[src/rtl/pbcu_pkg.sv]
package pbcu_pkg;
    // Register index; byte address is index times four on the bus
    localparam logic [3:0] BMC_IDX = 4'h0;
    localparam logic [3:0] MODE_STATUS_IDX = 4'h1;
    localparam logic [3:0] EVENT_STATUS_IDX = 4'h2;
    // Field positions in basic_mode_control
    localparam int SOFT_RESET_BIT = 15;
    localparam int LOOPBACK_BIT = 14;
    localparam int SPEED_LO_BIT = 13;
    localparam int AUTONEG_EN_BIT = 12;
    localparam int DUPLEX_BIT = 8;
    localparam int SPEED_HI_BIT = 6;
    // Forced speed codes {bit6, bit13}
    localparam logic [1:0] SPEED_10 = 2'h0;
    localparam logic [1:0] SPEED_100 = 2'h1;
    localparam logic [1:0] SPEED_1000 = 2'h2;
    localparam logic [1:0] SPEED_RSVD = 2'h3;
    // Strap types: undriven pin level
    localparam logic STRAP_SPEED_LO_PULL = 1'b0;
    localparam logic STRAP_AUTONEG_PULL = 1'b1;
    localparam logic STRAP_DUPLEX_PULL = 1'b1;
    // Soft reset duration
    localparam int SOFT_RESET_NS = 1200000;
    localparam int CLK_PERIOD_NS = 5;
    localparam int SOFT_RESET_CYCLES = SOFT_RESET_NS / CLK_PERIOD_NS;
endpackage : pbcu_pkg

[src/rtl/pbcu_top.sv]
// How it works
// - Latched-high bit sets on its event and holds one until read.
// - Latched-low bit clears on its event and holds zero until read.
// - Self-clearing bit sets on event or write, clears when operation completes; bit 15 here sets on write only.
// - Strap bits load from sampled pin; undriven pin reads pull level.
// - Writing one to bit 15 returns control bits to defaults.
// - Bit 15 reads one during soft reset, about 1.2 ms, then clears.
// - Soft reset ends on autoneg restart or forced mode entry.
// - Loopback bit 14 routes MAC transmit data back to receive.
// - Loopback turns at converter, bypassing line; resets to zero.
// - Forced speed code: 10 is 1000, 01 is 100, 00 is 10.
// - Bit 13 defaults from strap and stays writable.
// - With autoneg enabled, bits 6, 8 and 13 are ignored.
// - With autoneg disabled, bits 6, 8, 13 set speed and duplex.
// - Autoneg enable defaults from pulled-up strap, writable afterwards.
// - Bit 8 selects full (1) or half (0) duplex.
//
// Implementation choice: the Avalon-MM interface to the registers.
`timescale 1ns/10ps
`default_nettype none
module pbcu_top #(
    parameter int SOFT_RESET_LEN = pbcu_pkg::SOFT_RESET_CYCLES
) (
    input wire logic sys_clk_i,            // 200 MHz
    input wire logic rst_i,                // Sync reset, high
    input wire logic clk_en_i,             // Freezes state when low
    input wire logic [3:0] avs_address_i,  // Word address
    input wire logic avs_read_i,           // Read strobe
    input wire logic avs_write_i,          // Write strobe
    input wire logic [31:0] avs_writedata_i, // Write data
    input wire logic [3:0] avs_byteenable_i, // Byte lanes
    output logic [31:0] avs_readdata_o,    // Read data
    output logic avs_waitrequest_o,        // Stall
    input wire logic strap_speed_lo_i,     // Strap pin, 0/1
    input wire logic strap_speed_lo_oe_i,  // Strap driven; low means pull level
    input wire logic strap_autoneg_i,      // Strap pin
    input wire logic strap_autoneg_oe_i,   // Strap driven
    input wire logic strap_duplex_i,       // Strap pin
    input wire logic strap_duplex_oe_i,    // Strap driven
    input wire logic autoneg_restarted_i,  // Autoneg restart done pulse
    input wire logic link_up_evt_i,        // Link up event
    input wire logic link_down_evt_i,      // Link fail event
    input wire logic [7:0] mac_txd_i,      // MAC transmit data
    input wire logic mac_tx_en_i,          // MAC transmit enable
    input wire logic [7:0] line_rxd_i,     // Converter receive data
    input wire logic line_rx_dv_i,         // Converter receive valid
    output logic [7:0] mac_rxd_o,          // Toward MAC
    output logic mac_rx_dv_o,              // Toward MAC
    output logic [7:0] line_txd_o,         // Toward converter
    output logic line_tx_en_o,             // Toward converter
    output logic [1:0] speed_o,            // Active speed code
    output logic full_duplex_o,            // Active duplex
    output logic autoneg_en_o,             // Autoneg enabled
    output logic soft_reset_busy_o         // Soft reset running
);
    typedef enum logic [1:0] {PBCU_IDLE, PBCU_RESET_RUN, PBCU_RESET_WAIT} pbcu_state_t;

    typedef struct packed {
        pbcu_state_t st;
        logic boot;
        logic loopback;
        logic speed_lo;
        logic speed_hi;
        logic autoneg_en;
        logic duplex;
        logic [3:0] strap_cap;
        logic link_up_lh;
        logic link_ok_ll;
        logic [20:0] cnt;
        logic [31:0] rdata;
        logic ack;
        logic waitreq;
        logic busy;
        logic [7:0] mac_rxd;
        logic mac_rx_dv;
        logic [7:0] line_txd;
        logic line_tx_en;
        logic [1:0] speed;
        logic fdx;
    } pbcu_reg_t;

    pbcu_reg_t r;
    pbcu_reg_t next_r;

    function automatic logic strap_level(input logic pin, input logic oe, input logic pull);
        strap_level = oe ? pin : pull;
    endfunction : strap_level

    logic [2:0] straps;
    logic [15:0] bmc_read;
    logic req;
    logic [1:0] forced_code;

    always_comb
    begin
        straps[0] = strap_level(strap_speed_lo_i, strap_speed_lo_oe_i,
            pbcu_pkg::STRAP_SPEED_LO_PULL);
        straps[1] = strap_level(strap_autoneg_i, strap_autoneg_oe_i,
            pbcu_pkg::STRAP_AUTONEG_PULL);
        straps[2] = strap_level(strap_duplex_i, strap_duplex_oe_i,
            pbcu_pkg::STRAP_DUPLEX_PULL);
        forced_code = {r.speed_hi, r.speed_lo};
        bmc_read = 16'h0000;
        bmc_read[pbcu_pkg::SOFT_RESET_BIT] = (r.st != PBCU_IDLE);
        bmc_read[pbcu_pkg::LOOPBACK_BIT] = r.loopback;
        bmc_read[pbcu_pkg::SPEED_LO_BIT] = r.speed_lo;
        bmc_read[pbcu_pkg::AUTONEG_EN_BIT] = r.autoneg_en;
        bmc_read[pbcu_pkg::DUPLEX_BIT] = r.duplex;
        bmc_read[pbcu_pkg::SPEED_HI_BIT] = r.speed_hi;
        req = (avs_read_i || avs_write_i) && !r.ack;
    end

    always_comb
    begin
        next_r = r;
        next_r.ack = 1'b0;
        // Straps caught one clock after release, never under reset
        if (r.boot)
        begin
            next_r.boot = 1'b0;
            next_r.speed_lo = straps[0];
            next_r.autoneg_en = straps[1];
            next_r.duplex = straps[2];
            next_r.strap_cap = {1'b0, straps};
        end
        // Sticky bits: event wins over the read that clears them
        if (req && avs_read_i && avs_address_i == pbcu_pkg::EVENT_STATUS_IDX)
        begin
            next_r.link_up_lh = 1'b0;
            next_r.link_ok_ll = 1'b1;
        end
        if (link_up_evt_i)
            next_r.link_up_lh = 1'b1;
        if (link_down_evt_i)
            next_r.link_ok_ll = 1'b0;
        if (req)
        begin
            next_r.ack = 1'b1;
            next_r.rdata = 32'h0000_0000;
            if (avs_read_i)
            begin
                unique case (avs_address_i)
                    pbcu_pkg::BMC_IDX: next_r.rdata = {16'h0000, bmc_read};
                    pbcu_pkg::MODE_STATUS_IDX: next_r.rdata = {24'h000000, r.strap_cap,
                        r.fdx, r.speed, r.autoneg_en};
                    pbcu_pkg::EVENT_STATUS_IDX: next_r.rdata = {30'h00000000,
                        r.link_ok_ll, r.link_up_lh};
                    default: next_r.rdata = 32'h0000_0000;
                endcase
            end
            else if (avs_address_i == pbcu_pkg::BMC_IDX && r.st == PBCU_IDLE && !r.boot)
            begin
                if (avs_byteenable_i[1])
                begin
                    next_r.loopback = avs_writedata_i[pbcu_pkg::LOOPBACK_BIT];
                    next_r.speed_lo = avs_writedata_i[pbcu_pkg::SPEED_LO_BIT];
                    next_r.autoneg_en = avs_writedata_i[pbcu_pkg::AUTONEG_EN_BIT];
                    next_r.duplex = avs_writedata_i[pbcu_pkg::DUPLEX_BIT];
                end
                if (avs_byteenable_i[0])
                    next_r.speed_hi = avs_writedata_i[pbcu_pkg::SPEED_HI_BIT];
                if (avs_byteenable_i[1] && avs_writedata_i[pbcu_pkg::SOFT_RESET_BIT])
                begin
                    // Control bits back to defaults, straps reapplied
                    next_r.loopback = 1'b0;
                    next_r.speed_hi = 1'b0;
                    next_r.speed_lo = r.strap_cap[0];
                    next_r.autoneg_en = r.strap_cap[1];
                    next_r.duplex = r.strap_cap[2];
                    next_r.cnt = 21'h000000;
                    next_r.st = PBCU_RESET_RUN;
                end
            end
        end
        unique case (r.st)
            PBCU_IDLE: ;
            PBCU_RESET_RUN:
            begin
                next_r.cnt = r.cnt + 21'h000001;
                if (r.cnt >= 21'(SOFT_RESET_LEN - 1))
                    next_r.st = PBCU_RESET_WAIT;
            end
            PBCU_RESET_WAIT:
            begin
                // Forced mode is entered at once; autoneg needs its restart
                if (!r.autoneg_en || autoneg_restarted_i)
                    next_r.st = PBCU_IDLE;
            end
        endcase
        // Speed and duplex apply only when autoneg is off
        if (!r.autoneg_en)
        begin
            next_r.speed = forced_code;
            next_r.fdx = r.duplex;
        end
        else
        begin
            next_r.speed = r.speed;
            next_r.fdx = r.fdx;
        end
        // Loop turns at the converter edge; line sees nothing meanwhile
        if (r.loopback)
        begin
            next_r.mac_rxd = mac_txd_i;
            next_r.mac_rx_dv = mac_tx_en_i;
            next_r.line_txd = 8'h00;
            next_r.line_tx_en = 1'b0;
        end
        else
        begin
            next_r.mac_rxd = line_rxd_i;
            next_r.mac_rx_dv = line_rx_dv_i;
            next_r.line_txd = mac_txd_i;
            next_r.line_tx_en = mac_tx_en_i;
        end
        // Handshake and busy kept as flops so no output has logic behind it
        next_r.waitreq = !next_r.ack;
        next_r.busy = (next_r.st != PBCU_IDLE);
    end

    always_ff @(posedge sys_clk_i)
    begin
        if (rst_i)
        begin
            r <= '0;
            r.st <= PBCU_IDLE;
            r.boot <= 1'b1;
            r.link_ok_ll <= 1'b1;
            r.waitreq <= 1'b1;
        end
        else if (clk_en_i)
            r <= next_r;
    end

    assign avs_readdata_o = r.rdata;
    assign avs_waitrequest_o = r.waitreq;
    assign speed_o = r.speed;
    assign full_duplex_o = r.fdx;
    assign autoneg_en_o = r.autoneg_en;
    assign soft_reset_busy_o = r.busy;
    assign mac_rxd_o = r.mac_rxd;
    assign mac_rx_dv_o = r.mac_rx_dv;
    assign line_txd_o = r.line_txd;
    assign line_tx_en_o = r.line_tx_en;

    AST_LH_HOLDS: assert property (@(posedge sys_clk_i) disable iff (rst_i)
        clk_en_i && link_up_evt_i |=> r.link_up_lh)
        else $error("latched-high bit did not set");
    AST_LL_HOLDS: assert property (@(posedge sys_clk_i) disable iff (rst_i)
        clk_en_i && link_down_evt_i |=> !r.link_ok_ll)
        else $error("latched-low bit did not clear");
    AST_SR_START: assert property (@(posedge sys_clk_i) disable iff (rst_i)
        clk_en_i && req && avs_write_i && avs_address_i == pbcu_pkg::BMC_IDX
        && r.st == PBCU_IDLE && !r.boot && avs_byteenable_i[1] && avs_writedata_i[15]
        |=> soft_reset_busy_o && !r.loopback && !r.speed_hi)
        else $error("soft reset did not start");
    AST_SR_END: assert property (@(posedge sys_clk_i) disable iff (rst_i)
        r.st == PBCU_RESET_WAIT && clk_en_i && !r.autoneg_en |=> r.st == PBCU_IDLE)
        else $error("forced mode did not end reset");
    AST_SR_READ: assert property (@(posedge sys_clk_i) disable iff (rst_i)
        clk_en_i && req && avs_read_i && avs_address_i == pbcu_pkg::BMC_IDX
        && soft_reset_busy_o |=> avs_readdata_o[pbcu_pkg::SOFT_RESET_BIT])
        else $error("reset bit not reading one");
    AST_SR_CLEAR: assert property (@(posedge sys_clk_i) disable iff (rst_i)
        clk_en_i && req && avs_read_i && avs_address_i == pbcu_pkg::BMC_IDX
        && !soft_reset_busy_o |=> !avs_readdata_o[pbcu_pkg::SOFT_RESET_BIT])
        else $error("reset bit reads one when idle");
    AST_SR_HOLD: assert property (@(posedge sys_clk_i) disable iff (rst_i)
        r.st == PBCU_RESET_RUN && r.cnt < 21'(SOFT_RESET_LEN - 1) |=> soft_reset_busy_o)
        else $error("soft reset ended early");
    AST_AN_END: assert property (@(posedge sys_clk_i) disable iff (rst_i)
        clk_en_i && r.st == PBCU_RESET_WAIT && autoneg_restarted_i |=> !soft_reset_busy_o)
        else $error("autoneg restart did not end reset");
    AST_LOOP: assert property (@(posedge sys_clk_i) disable iff (rst_i)
        clk_en_i && r.loopback |=> mac_rxd_o == $past(mac_txd_i) && !line_tx_en_o)
        else $error("loopback path wrong");
    AST_FORCED: assert property (@(posedge sys_clk_i) disable iff (rst_i)
        clk_en_i && !r.autoneg_en |=> speed_o == $past(forced_code))
        else $error("forced speed not applied");
    AST_AN_IGN: assert property (@(posedge sys_clk_i) disable iff (rst_i)
        clk_en_i && r.autoneg_en |=> $stable(speed_o) && $stable(full_duplex_o))
        else $error("forced bits not ignored");
    AST_ANSWER: assert property (@(posedge sys_clk_i) disable iff (rst_i)
        clk_en_i && req |=> !avs_waitrequest_o)
        else $error("bus answer late");
    AST_RST_QUIET: assert property (@(posedge sys_clk_i)
        rst_i |=> avs_waitrequest_o && !soft_reset_busy_o && !r.loopback
        && r.link_ok_ll)
        else $error("reset state wrong");
    AST_BOOT_STRAP: assert property (@(posedge sys_clk_i) disable iff (rst_i)
        clk_en_i && r.boot |=> r.speed_lo == $past(straps[0])
        && r.autoneg_en == $past(straps[1]) && r.duplex == $past(straps[2]))
        else $error("strap level not loaded");
    AST_LH_KEEP: assert property (@(posedge sys_clk_i) disable iff (rst_i)
        r.link_up_lh && !(req && avs_read_i && avs_address_i == pbcu_pkg::EVENT_STATUS_IDX)
        |=> r.link_up_lh)
        else $error("latched-high bit dropped before read");
    AST_LL_KEEP: assert property (@(posedge sys_clk_i) disable iff (rst_i)
        !r.link_ok_ll && !(req && avs_read_i && avs_address_i == pbcu_pkg::EVENT_STATUS_IDX)
        |=> !r.link_ok_ll)
        else $error("latched-low bit rose before read");
    AST_REFUSE: assert property (@(posedge sys_clk_i) disable iff (rst_i)
        req && avs_write_i && soft_reset_busy_o |=> $stable(r.loopback) && $stable(r.autoneg_en))
        else $error("write taken during soft reset");
    COV_SR: cover property (@(posedge sys_clk_i) r.st == PBCU_RESET_WAIT ##1 r.st == PBCU_IDLE);
    COV_LOOP: cover property (@(posedge sys_clk_i) r.loopback && mac_tx_en_i);
    COV_1000: cover property (@(posedge sys_clk_i) speed_o == pbcu_pkg::SPEED_1000);
    COV_FORCED_END: cover property (@(posedge sys_clk_i)
        r.st == PBCU_RESET_WAIT && !r.autoneg_en ##1 !soft_reset_busy_o);
endmodule : pbcu_top
`default_nettype wire

[config.mk]
export PLATFORM = sky130hd
export DESIGN_NAME = pbcu_top
export DESIGN_NICKNAME = d
export VERILOG_FILES = /design/src/rtl/pbcu_pkg.sv /design/src/rtl/pbcu_top.sv
export SDC_FILE = /design/constraint.sdc
export NUM_CORES = 1
export LEC_CHECK = 0
export BUFFER_PORTS_ARGS = -buffer_cell sky130_fd_sc_hd__buf_2
export CORE_MARGIN = 5
export CORE_UTILIZATION = 40
export DETAILED_ROUTE_END_ITERATION = 10
export PLACE_DENSITY = 0.67
export SLEW_MARGIN = 20
export SYNTH_ARGS = -nofsm -noshare
export SYNTH_HDL_FRONTEND = slang
export SYNTH_SLANG_ARGS = --single-unit
[constraint.sdc]
create_clock -name sys_clk_i -period 3.2 [get_ports sys_clk_i]
set_input_delay 0.16 -clock sys_clk_i [delete_from_list [all_inputs] [get_ports sys_clk_i]]
set_output_delay 0.16 -clock sys_clk_i [all_outputs]
set_load 0.02 [all_outputs]
After elaboration in Yosys (flattened, before gate mapping)
Index checks and enable logic that the tools add are counted.
{"block": "word_totals", "ff_bits": 90, "inputBits": 72, "output_inout_bits": 56, "elab_cells": 91}
{"block": "op_classes", "add_sub_neg": 1, "order_cmp": 1, "eq_ne": 5, "muxes": 30, "bitwise_logic": 2, "n_reduce_logical": 31}
{"operator": "21-bit two-way mux", "count": 4}
{"operator": "54-bit two-way mux", "count": 1}
{"operator": "16-bit case mux with 3 select lines", "count": 1}
{"operator": "32-bit two-way mux", "count": 1}
{"operator": "21-bit by 1-bit adder with 21-bit output (second input constant)", "count": 1}
{"operator": "21-bit by 18-bit greater-or-equal comparator with 1-bit output (second input constant)", "count": 1}
{"operator": "18-bit two-way mux", "count": 1}
{"operator": "2-bit two-way mux", "count": 9}
{"operator": "2-bit nonzero test", "count": 9}
{"operator": "5-bit AND reduction", "count": 3}
{"operator": "4-bit two-way mux", "count": 3}
{"operator": "2-bit AND reduction", "count": 5}
{"operator": "1-bit two-way mux", "count": 7}
{"operator": "1-bit logical AND", "count": 6}
{"operator": "6-bit two-way mux", "count": 1}
{"operator": "5-bit two-way mux", "count": 1}
{"operator": "4-bit by 1-bit == test with 1-bit output (second input constant)", "count": 1}
{"operator": "4-bit by 2-bit == test with 1-bit output (second input constant)", "count": 1}
{"operator": "1-bit zero test", "count": 4}
{"operator": "4-bit zero test", "count": 1}
{"operator": "2-bit case mux with 2 select lines", "count": 1}
{"operator": "2-bit by 1-bit == test with 1-bit output (second input constant)", "count": 1}
{"operator": "2-bit == test (second input constant)", "count": 1}
{"operator": "2-bit zero test", "count": 1}
{"operator": "3 further kinds", "count": 5}

Logic depth before layout (Yosys ltp)
Gate-level depths: netlist of the first run.
{"block": "logic_depth", "word_depth": 9, "ltp_mapped": 8, "ltp_nobuf": 7}

Worst setup path after synthesis of the first run
Ideal clock, no wire load.
{"block": "synth_path", "kind": "register to register", "startpoint": "reg r[88] in the netlist's numbering", "endpoint": "reg r[65] in the netlist's numbering", "arrival_ps": 2067, "required_ps": 3079, "setup_slack_ps": 1012, "stages_incl_launch_ff": 8, "n_path_buf": 2, "cell_sequence": "dfxtp_1 -> clkbuf_1 -> or3b_2 -> nor4_1 -> a41o_1 -> buf_2 -> nor2_1 -> mux2_2"}
{"block": "synth_via", "elab_chain_len": 4}
{"element": "start: declaration", "line": "pbcu_top.sv:82", "text": "pbcu_reg_t r;"}
{"element": "start signal: assignment", "line": "pbcu_top.sv:232", "text": "r <= next_r;"}
{"element": "1-bit zero test", "line": "pbcu_top.sv:151", "text": "else if (avs_address_i == pbcu_pkg::BMC_IDX && r.st == PBCU_IDLE && !r.boot)"}
{"element": "1-bit logical AND", "line": "pbcu_top.sv:151"}
{"element": "2-bit nonzero test (no source line)"}
{"element": "5-bit AND reduction (no source line)"}
No other way between the ends.
A chain may end at the register's enable or synchronous reset.

Worst setup path after layout of the first run
{"block": "layout_path", "startpoint": "reg r[89] in the netlist's numbering", "endpoint": "reg r[74] in the netlist's numbering"}
{"block": "layout_via", "elab_chain_len": 5}
{"element": "2-bit zero test", "line": "pbcu_top.sv:151"}
{"element": "1-bit logical AND (2 in a row)", "line": "pbcu_top.sv:151"}
{"element": "2-bit nonzero test (no source line)"}
{"element": "5-bit AND reduction (no source line)"}
Several ways; a longest one is shown, not always the timed one.

==> results by group, run 1 <==
Worst setup path
  • Max incr delay on CP: 610 ps
  • Crit-path cells: inv_1 > ha_1 > nand4bb_1 > o41ai_4 > nand4_2 > or4_1 > a21oi_1
  • CP required: 3480 ps
  • Critical Path AT: 2830 ps
  • FF-to-FF Start: r[89]
  • Worst r2r dst: r[74]
  • Reg2Reg Setup Slack: 640 ps
  • CP Launch Type: flip-flop
  • Crit. End Element: flip-flop
  • R2R cell count: 7
  • Critical path buffers and inverters: 1
  • CP top delay family: simple AND/OR/NAND/NOR gates
  • Highest fanout seen on the critical path: 15
  • Setup CP Type: flip-flop to flip-flop
  • Worst path slowest cell: or4_1

Die
  • Die Height: 104.2 um
  • FP Rows: 34
  • Starting Density: 0.4087
  • Die width: 104.2 um
  • Ports: 128
  • Placeable Area: 8678 um^2
  • Die ar.: 10850 um^2

Worst hold path
  • Worst hold start: mac_txd_i[7]
  • Endpoint, Worst Hold: line_txd_o[7]
  • Hold depth: 3
  • Worst min-delay path class: input port to flip-flop

Power
  • Worst VDD drop: 198.5 uV
  • P per Cell Area: 474.3 nW/um^2
  • Power Total: 1875 uW
  • Leakage power: 0.001669 uW

Status
  • Status: complete, no violations

Route
  • DR pass1 iterations: 4
  • Via/cell ratio: 5.279
  • Avg WL per Cell: 14.36 um
  • Post-route ant nets: 0
  • DRC: 0
  • Initial drt markers: 161
  • Via Count: 3051
  • WL final: 8299 um

STA
  • Achievable Freq: 390.9 MHz
  • Worst-margin pin slew: 625.3 ps
  • Final slew viol count: 0
  • Setup_tns: 0 ps
  • RSZ-0062 raised after global routing: no
  • # setup viols final: 0
  • Worst slew margin relative to its limit: 0.5793
  • Min cycle time layout: 2558 ps
  • Final Hold Fails: 0
  • Worst Clk Skew: 11.17 ps
  • Period utilisation layout: 0.7994

Synth
  • Area fraction of the dominant cell type after synthesis: 0.3951
  • Synth Instances: 419
  • EDFF count, synth: 0
  • Yosys reg bits: 70
  • Largest area contributor in the netlist: dfxtp_1
  • Post-synthesis cell area: 3547 um^2
  • Post-synthesis sequential area ratio: 0.3951
  • Async SR Flop Fraction: 0
  • Synth cell types: 54
  • Ys flop type: dfxtp_1
  • Syn Area/Cell: 8.466 um^2
  • Top post-synthesis cells by area: dfxtp_1 40%, buf_4 11%, nor2_1 5.9%, a22oi_1 4.4%, mux2i_1 4.0%
  • Ys Warns: 0

Placement
  • DP HPWL: 6140 um
  • I/O Buffers: 79
  • Global placer's final weighted congestion: 0.8171

CTS
  • CTS tree: done
  • Clock Tree Root: clkbuf_8
  • PostCTS Resize Cnt: 0
  • Worst skew pair latency: 340 ps
  • Clock transition at path regs: 80 ps
  • Htree depth: 3
  • Hold_buf cts: 0
  • CTS Buf Count: 9
  • Setup Buffers After CTS: 0
  • Maximum clock path buffer count: 2
  • Sinks on Clock Net: 70

Global routing
  • Number of global-route vias before repair: 2887
  • Congestion Overflow GR: 0
  • Initial antenna violation count: 0
  • First-pass GRT wire length: 13830 um
  • Tot GR Track Use: 0.1514
  • Largest net degree at the start of global routing: 52

Finish
  • Final nets: 541
  • Leading cell types in the layout, fill and taps excluded: 79 x buf_2, 70 x dfxtp_1, 56 x nor2_1
  • Commonest non-fill, non-tap cell in the layout: buf_2
  • Ant diodes: 0
  • Area grow syn2layout: 11.46%
  • Share of cells above drive strength 1: 0.2319

Flow run
  • Max-cap violations: 0
-- per-stage QoR --
step	area [um^2]	worst slack, ps	hold slack (ps)	utilization	cells
6_report	3954	641.9	73.74	0.4556	578
5_1_grt	3954	404.5	63.21	0.4556	578
4_1_cts	3954	618.3	50.75	0.4556	578
3_5_place_dp	3740	548.9	424.4	0.4309	562
3_3_place_gp	3740	559.9	409.0	0.4309	562
2_1_floorplan	3618	1012	271.2	-	438
-- power breakdown --
part	switching, uW	leakage [uW]	total, uW	internal (uW)
logic	125	0.000993	193	67.8
registers	21.1	0.000570	917	896
clock network	327	0.000106	765	438
-- routing by layer --
| layer | vias up | part of all wire | track usage | wire length, um |
|---|---|---|---|---|
| met5 | - | 0 | 0 | 0 |
| met4 | 0 | 0.012 | 0.05273 | 99 |
| met3 | 8 | 0.068 | 0.05028 | 563 |
| met2 | 93 | 0.51 | 0.2527 | 4197 |
| met1 | 1425 | 0.41 | 0.1817 | 3438 |
| li1 | 1525 | - | - | - |
-- worst register-to-register path, stage by stage (launching register included) --
cell and delay [ps]:
dfxtp_1 340, inv_1 90, ha_1 220, nand4bb_1 170, o41ai_4 530, nand4_2 390, or4_1 610, a21oi_1 150
-- flip-flops by register name, indices dropped and copies added, names as in the netlist, 2 cells and up --
name,cells
avs_readdata_o,12
bmc_read,4
mac_rxd_o,8
speed_o,2
line_txd_o,8
r,30
-- cells by family after synthesis --
kind of cell,Yosys count,synth area share
fa+ha+maj,4,0.01411
buf+inv,83,0.1439
xor+xnor,6,0.01481
flops,70,0.3951
simple gates,144,0.2049
compound gates,96,0.1834
other cells,1,0.001057
mux,15,0.04268
-- Yosys cell counts, types with 2 or more instances --
| library cell | number |
|---|---|
| and2_1 | 2 |
| inv_1 | 13 |
| buf_1 | 2 |
| nor3_1 | 6 |
| buf_2 | 3 |
| a21oi_1 | 27 |
| or3_1 | 8 |
| mux2i_1 | 14 |
| o31ai_1 | 5 |
| nor4_1 | 5 |
| and3_1 | 5 |
| nand4_1 | 8 |
| nor2_1 | 56 |
| a21o_1 | 2 |
| a211oi_1 | 11 |
| buf_4 | 50 |
| nor2b_1 | 3 |
| o21ai_0 | 12 |
| a31oi_1 | 4 |
| nand2b_1 | 6 |
| o22ai_1 | 2 |
| dfxtp_1 | 70 |
| clkbuf_1 | 14 |
| nand3_1 | 10 |
| or4_1 | 5 |
| a22oi_1 | 21 |
| nand2_1 | 20 |
| xor2_1 | 6 |
| ha_1 | 4 |
-- how the worst max path moves through the flow --
stage,cells after the start,startpoint,slack [ps],endpoint
global placement,6,avs_address_i[1],560,r[74]
floorplan,7,r[88],1010,r[65]
finish,7,r[89],640,r[74]
CTS,7,r[89],620,r[74]
global route,7,r[89],400,r[76]
detailed placement,6,avs_address_i[1],550,r[74]
-- layout make-up --
| cell class | count | area (um^2) |
|---|---|---|
| fillers | 879 | 4725 |
| multi-input cells | 285 | 1707 |
| flip-flops and latches | 70 | 1401 |
| repair buffers | 86 | 447.9 |
| well taps | 108 | 135.1 |
| clock buffers | 10 | 127.6 |
| clock inverters | 6 | 86.33 |
| inverters | 13 | 48.80 |
Note: power is estimated with default switching activity, not from simulation.
==> inputs of run 2 (changes only) <==
--- a/config.mk
+++ b/config.mk
@@ -5,11 +5,12 @@
 export SDC_FILE = /design/constraint.sdc
 export NUM_CORES = 1
 export LEC_CHECK = 0
+export ABC_AREA = 1
 export BUFFER_PORTS_ARGS = -buffer_cell sky130_fd_sc_hd__buf_2
 export CORE_MARGIN = 5
 export CORE_UTILIZATION = 40
 export DETAILED_ROUTE_END_ITERATION = 10
-export PLACE_DENSITY = 0.67
+export PLACE_DENSITY = 0.69
 export SLEW_MARGIN = 20
 export SYNTH_ARGS = -nofsm -noshare
 export SYNTH_HDL_FRONTEND = slang
==> constraint.sdc (replaced) <==
create_clock -name sys_clk_i -period 2.17 [get_ports sys_clk_i]
set_input_delay 0.1085 -clock sys_clk_i [delete_from_list [all_inputs] [get_ports sys_clk_i]]
set_output_delay 0.1085 -clock sys_clk_i [all_outputs]
set_load 0.02 [all_outputs]
==> results by group, run 2 <==
CTS
  • Clock transition at path regs: 90 ps
  • CTS Buf Count: 9
  • PostCTS Resize Cnt: 0
  • CTS tree: done
  • Htree depth: 3
  • Worst skew pair latency: 350 ps
  • Maximum clock path buffer count: 2
  • Clock Tree Root: clkbuf_8
  • Sinks on Clock Net: 70

Global routing
  • First-pass GRT wire length: 14740 um
  • Number of global-route vias before repair: 3260
  • Congestion Overflow GR: 0
  • Tot GR Track Use: 0.1570
  • Largest net degree at the start of global routing: 35
  • Initial antenna violation count: 0

Status
  • Status: complete, no violations

STA
  • Worst Clk Skew: 11.20 ps
  • Setup_tns: 0 ps
  • Period utilisation layout: 0.8947
  • Worst slew margin relative to its limit: 0.6446
  • Final slew viol count: 0
  • Final Hold Fails: 0
  • Min cycle time layout: 1941 ps
  • Worst-margin pin slew: 533.1 ps
  • RSZ-0062 raised after global routing: no
  • # setup viols final: 0
  • Achievable Freq: 515.1 MHz
  • Final worst setup slack: 228.5 ps

Synth
  • Post-synthesis sequential area ratio: 0.3756
  • Synth cell types: 35
  • Async SR Flop Fraction: 0
  • Commonest cells in the netlist: 133 x nand2_1, 70 x dfxtp_1, 57 x inv_1
  • EDFF count, synth: 0
  • Most frequent cell after synthesis: nand2_1
  • Yosys reg bits: 70
  • Ys Warns: 0
  • Synth Instances: 544
  • Syn Area/Cell: 6.859 um^2
  • Post-synthesis cell area: 3731 um^2
  • Top post-synthesis cells by area: dfxtp_1 38%, nand2_1 13%, buf_4 10%, a21oi_1 7.5%, inv_1 5.7%
  • Largest area contributor in the netlist: dfxtp_1
  • Ys flop type: dfxtp_1
  • Area fraction of the dominant cell type after synthesis: 0.3756

Finish
  • Final nets: 672
  • Max FFs per register: 30
  • Area grow syn2layout: 12.47%
  • Share of cells above drive strength 1: 0.1847
  • Commonest non-fill, non-tap cell in the layout: nand2_1
  • Most flop-heavy register: r
  • Ant diodes: 0
  • Leading cell types in the layout, fill and taps excluded: 133 x nand2_1, 79 x buf_2, 70 x dfxtp_1

Placement
  • Global placer's final weighted congestion: 0.8935
  • DP HPWL: 6849 um
  • Pre-CTS WS: 260.2 ps
  • I/O Buffers: 79

Route
  • Via/cell ratio: 4.945
  • Post-route ant nets: 0
  • DRC: 0
  • WL final: 9068 um
  • Initial drt markers: 163
  • Via Count: 3521
  • Avg WL per Cell: 12.74 um
  • DR pass1 iterations: 4

Worst setup path
  • Highest fanout seen on the critical path: 14
  • Critical Path AT: 2230 ps
  • CP required: 2460 ps
  • CP Launch Type: flip-flop
  • Setup CP Type: flip-flop to flip-flop
  • Crit. End Element: flip-flop

Die
  • Ports: 128
  • Die width: 106.6 um
  • Placeable Area: 9153 um^2
  • FP Rows: 35
  • Starting Density: 0.4077
  • Die Height: 106.6 um
  • Die ar.: 11360 um^2

Power
  • P per Cell Area: 675.4 nW/um^2
  • Leakage power: 0.001910 uW
  • Power Total: 2834 uW
  • Worst VDD drop: 303.0 uV

Worst hold path
  • Worst min-delay path class: input port to flip-flop

Flow run
  • Max-cap violations: 0
[run 2: worst max-delay path, stage by stage, from the launching register on]
cell      delay (ps)
dfxtp_1          330
inv_1            100
ha_1             180
nand2_1           70
nor2_2           140
nand3_1          120
clkinv_2         120
nand2_4           70
nand2_2          220
buf_4            210
nand2_1           70
a21oi_1          120
o21a_1           130
[run 2: path summary, 6_finish.rpt]
| kind | depth (start not counted) | slack [ps] | start | to |
|---|---|---|---|---|
| worst min register to register | 2 | 460 | line_txd_o[4] | line_txd_o[4] |
| worst max register to register | 12 | 230 | r[89] | r[68] |
| worst min-delay path | 3 | 20 | avs_writedata_i[8] | bmc_read[8] |
| worst max-delay path | 12 | 230 | r[89] | r[68] |
[run 2: layout make-up]
type / count / area (um^2)
tap: 111 / 138.9
clock inverter: 6 / 93.84
multi-input combinational: 365 / 1723
sequential: 70 / 1401
inverter: 60 / 226.5
clock buffer: 10 / 127.6
timing repair buffer: 90 / 485.5
fill: 942 / 4956
[run 2: timing repair]
| item | CTS | global route |
|---|---|---|
| hold endpoints to repair | 3 | 0 |
| setup buffers | 0 | 0 |
| hold buffers | 3 | 0 |
[run 2: metrics by stage]
| stage | utilization | area [um^2] | hold slack, ps | instances |
|---|---|---|---|---|
| 6_report | 0.4585 | 4197 | 24.02 | 712 |
| 3_5_place_dp | 0.4310 | 3945 | 360.6 | 693 |
| 4_1_cts | 0.4585 | 4197 | 8.312 | 712 |
| 2_1_floorplan | - | 3802 | 217.3 | 563 |
| 3_3_place_gp | 0.4310 | 3945 | 351.2 | 693 |
| 5_1_grt | 0.4585 | 4197 | 14.25 | 712 |
[run 2: logic make-up (layout without fill, tap and decap cells)]
kind of cell / Yosys count / count (layout) / synth area share
AND/OR/NAND/NOR: 236 / 236 / 0.2673
buffers and inverters: 128 / 166 / 0.1818
AO/OA/AOI/OAI: 104 / 104 / 0.1586
flip-flops: 70 / 70 / 0.3756
adder cells (fa/ha/maj): 4 / 4 / 0.01341
other: 1 / 20 / 0.001005
XOR/XNOR: 1 / 1 / 0.002348
[run 2: report_power, final]
part	total, uW	switching [uW]	leakage [uW]	internal (uW)
sequential	1350	25.6	0.000571	1320
clock	1190	532	0.000107	656
combinational	296	198	0.00123	98.8
total	2830	755	0.00191	2080
[run 2: layer usage]
layer / global-route usage / part of all wire
met5: 0 / 0
met4: 0.05753 / 0.016
met3: 0.03010 / 0.067
met2: 0.2603 / 0.48
met1: 0.2031 / 0.44
==> inputs of run 3 (changes only) <==
==> constraint.sdc (replaced) <==
create_clock -name sys_clk_i -period 2.17 [get_ports sys_clk_i]
set_input_delay 0.3255 -clock sys_clk_i [delete_from_list [all_inputs] [get_ports sys_clk_i]]
set_output_delay 0.3255 -clock sys_clk_i [all_outputs]
set_load 0.02 [all_outputs]
==> results by group, run 3 (synthesis gave the netlist of run 2 again) <==
Die
  • FP Rows: 35
  • Placeable Area: 9153 um^2
  • Starting Density: 0.4077
  • Ports: 128
  • Die ar.: 11360 um^2
  • Die width: 106.6 um
  • Die Height: 106.6 um

Placement
  • I/O Buffers: 79
  • DP HPWL: 6907 um
  • Pre-CTS WS: 280.2 ps
  • Global placer's final weighted congestion: 0.9118
  • Post-Place Cell Area: 3960 um^2

Status
  • Status: complete, no violations

Flow run
  • Max-cap violations: 0

Finish
  • Max FFs per register: 30
  • Final nets: 671
  • Final Cell Area: 4187 um^2
  • Ant diodes: 0
  • Area grow syn2layout: 12.21%
  • Most flop-heavy register: r
  • Multi-input logic area: 1728 um^2
  • Fillers: 954
  • Register area: 1401 um^2
  • Leading cell types in the layout, fill and taps excluded: 133 x nand2_1, 79 x buf_2, 70 x dfxtp_1
  • Share of cells above drive strength 1: 0.1883
  • Commonest non-fill, non-tap cell in the layout: nand2_1

Worst setup path
  • CP Launch Type: flip-flop
  • Max incr delay on CP: 330 ps
  • Worst path slowest cell: dfxtp_1
  • Setup CP Type: flip-flop to flip-flop
  • CP required: 2470 ps
  • Highest fanout seen on the critical path: 12
  • Critical Path AT: 2140 ps
  • Crit-path cells: inv_1 > ha_1 > nand2_1 > nor2_2 > nand3_1 > clkinv_2 > nand2_4 > nand2_4 > buf_4 > nand2_1 > a21oi_1 > o21a_1
  • Crit. End Element: flip-flop

Route
  • WL final: 9150 um
  • Initial drt markers: 227
  • Via/cell ratio: 4.871
  • Post-route ant nets: 0
  • Via Count: 3463
  • DR pass1 iterations: 4
  • DRC: 0
  • Avg WL per Cell: 12.87 um

Global routing
  • Congestion Overflow GR: 0
  • Tot GR Track Use: 0.1606
  • Initial antenna violation count: 0
  • Largest net degree at the start of global routing: 35
  • Number of global-route vias before repair: 3203
  • First-pass GRT wire length: 14880 um

Worst hold path
  • Worst min-delay path class: input port to flip-flop

CTS
  • Maximum clock path buffer count: 2
  • CTS tree: done
  • Worst skew pair latency: 350 ps
  • Htree depth: 3
  • CTS Buf Count: 9
  • Sinks on Clock Net: 70
  • Clock Tree Root: clkbuf_8
  • Clock transition at path regs: 80 ps

STA
  • Final worst setup slack: 332.1 ps
  • Worst Clk Skew: 10.02 ps
  • RSZ-0062 raised after global routing: no
  • Min cycle time layout: 1838 ps
  • Period utilisation layout: 0.8470
  • Setup_tns: 0 ps
  • Final slew viol count: 0
  • Final Hold Fails: 0
  • Worst slew margin relative to its limit: 0.6556
  • Worst-margin pin slew: 513.5 ps
  • Achievable Freq: 544.1 MHz
  • # setup viols final: 0

Power
  • Leakage power: 0.001909 uW
  • P per Cell Area: 677.9 nW/um^2
  • Worst VDD drop: 302.6 uV
run 3: cell count changes in the layout (fill, tap and decap cells not counted), sizes merged:
cell,delta
inv,+1
clkinv,-1
dlygate4sd3,-3
buf,+2
run 3: layout make-up:
cell class	count	area share
inverter	60	0.05409
multi-input combinational	365	0.4127
tap	111	0.03317
sequential	70	0.3347
clock buffer	10	0.03048
clock inverter	6	0.02241
timing repair buffer	89	0.1124
run 3: repair_timing:
action | in CTS | in global routing
endpoints found under the setup margin | 0 | 1
hold buffers | 0 | 0
setup buffers | 0 | 0
resized for setup | 0 | 1
run 3: power breakdown:
group | total [uW] | switching (uW) | leakage, uW | internal [uW]
registers | 1350 | 25.7 | 0.000571 | 1320
logic | 293 | 196 | 0.00123 | 97.6
clock network | 1190 | 537 | 0.000107 | 658
run 3: metrics by stage:
stage	util	total power [uW]	std cells	hold WS, ps
after global placement	0.4327	1669	695	445.7
after floorplan	-	1614	563	434.3
after detailed placement	0.4327	1675	695	453.3
after CTS	0.4569	2872	711	195.4
final	0.4574	2838	711	219.9
after global routing	0.4574	2965	711	219.9
run 3: worst paths after layout:
path,startpoint,end,slack [ps],cells past startpoint
max,r[89],r[66],330,12
min reg2reg,line_txd_o[6],line_txd_o[6],460,2
max reg2reg,r[89],r[66],330,12
min,avs_byteenable_i[1],bmc_read[14],220,2
run 3: layer usage:
metal	global-route usage	vias up	wire length (um)
met5	0	-	0
met4	0.07215	0	163
met2	0.2626	75	4394
met3	0.02468	11	447
li1	-	1800	-
met1	0.2092	1577	4144
run 3: worst max-delay path: cells and delay by family, from the launching register on:
kind                       cells  cell delay, ps
AOI/OAI and AO/OA              2             240
adders and majority gates      1             190
buffers and inverters          3             410
DFF                            1             330
and+or+nand+nor                6             610
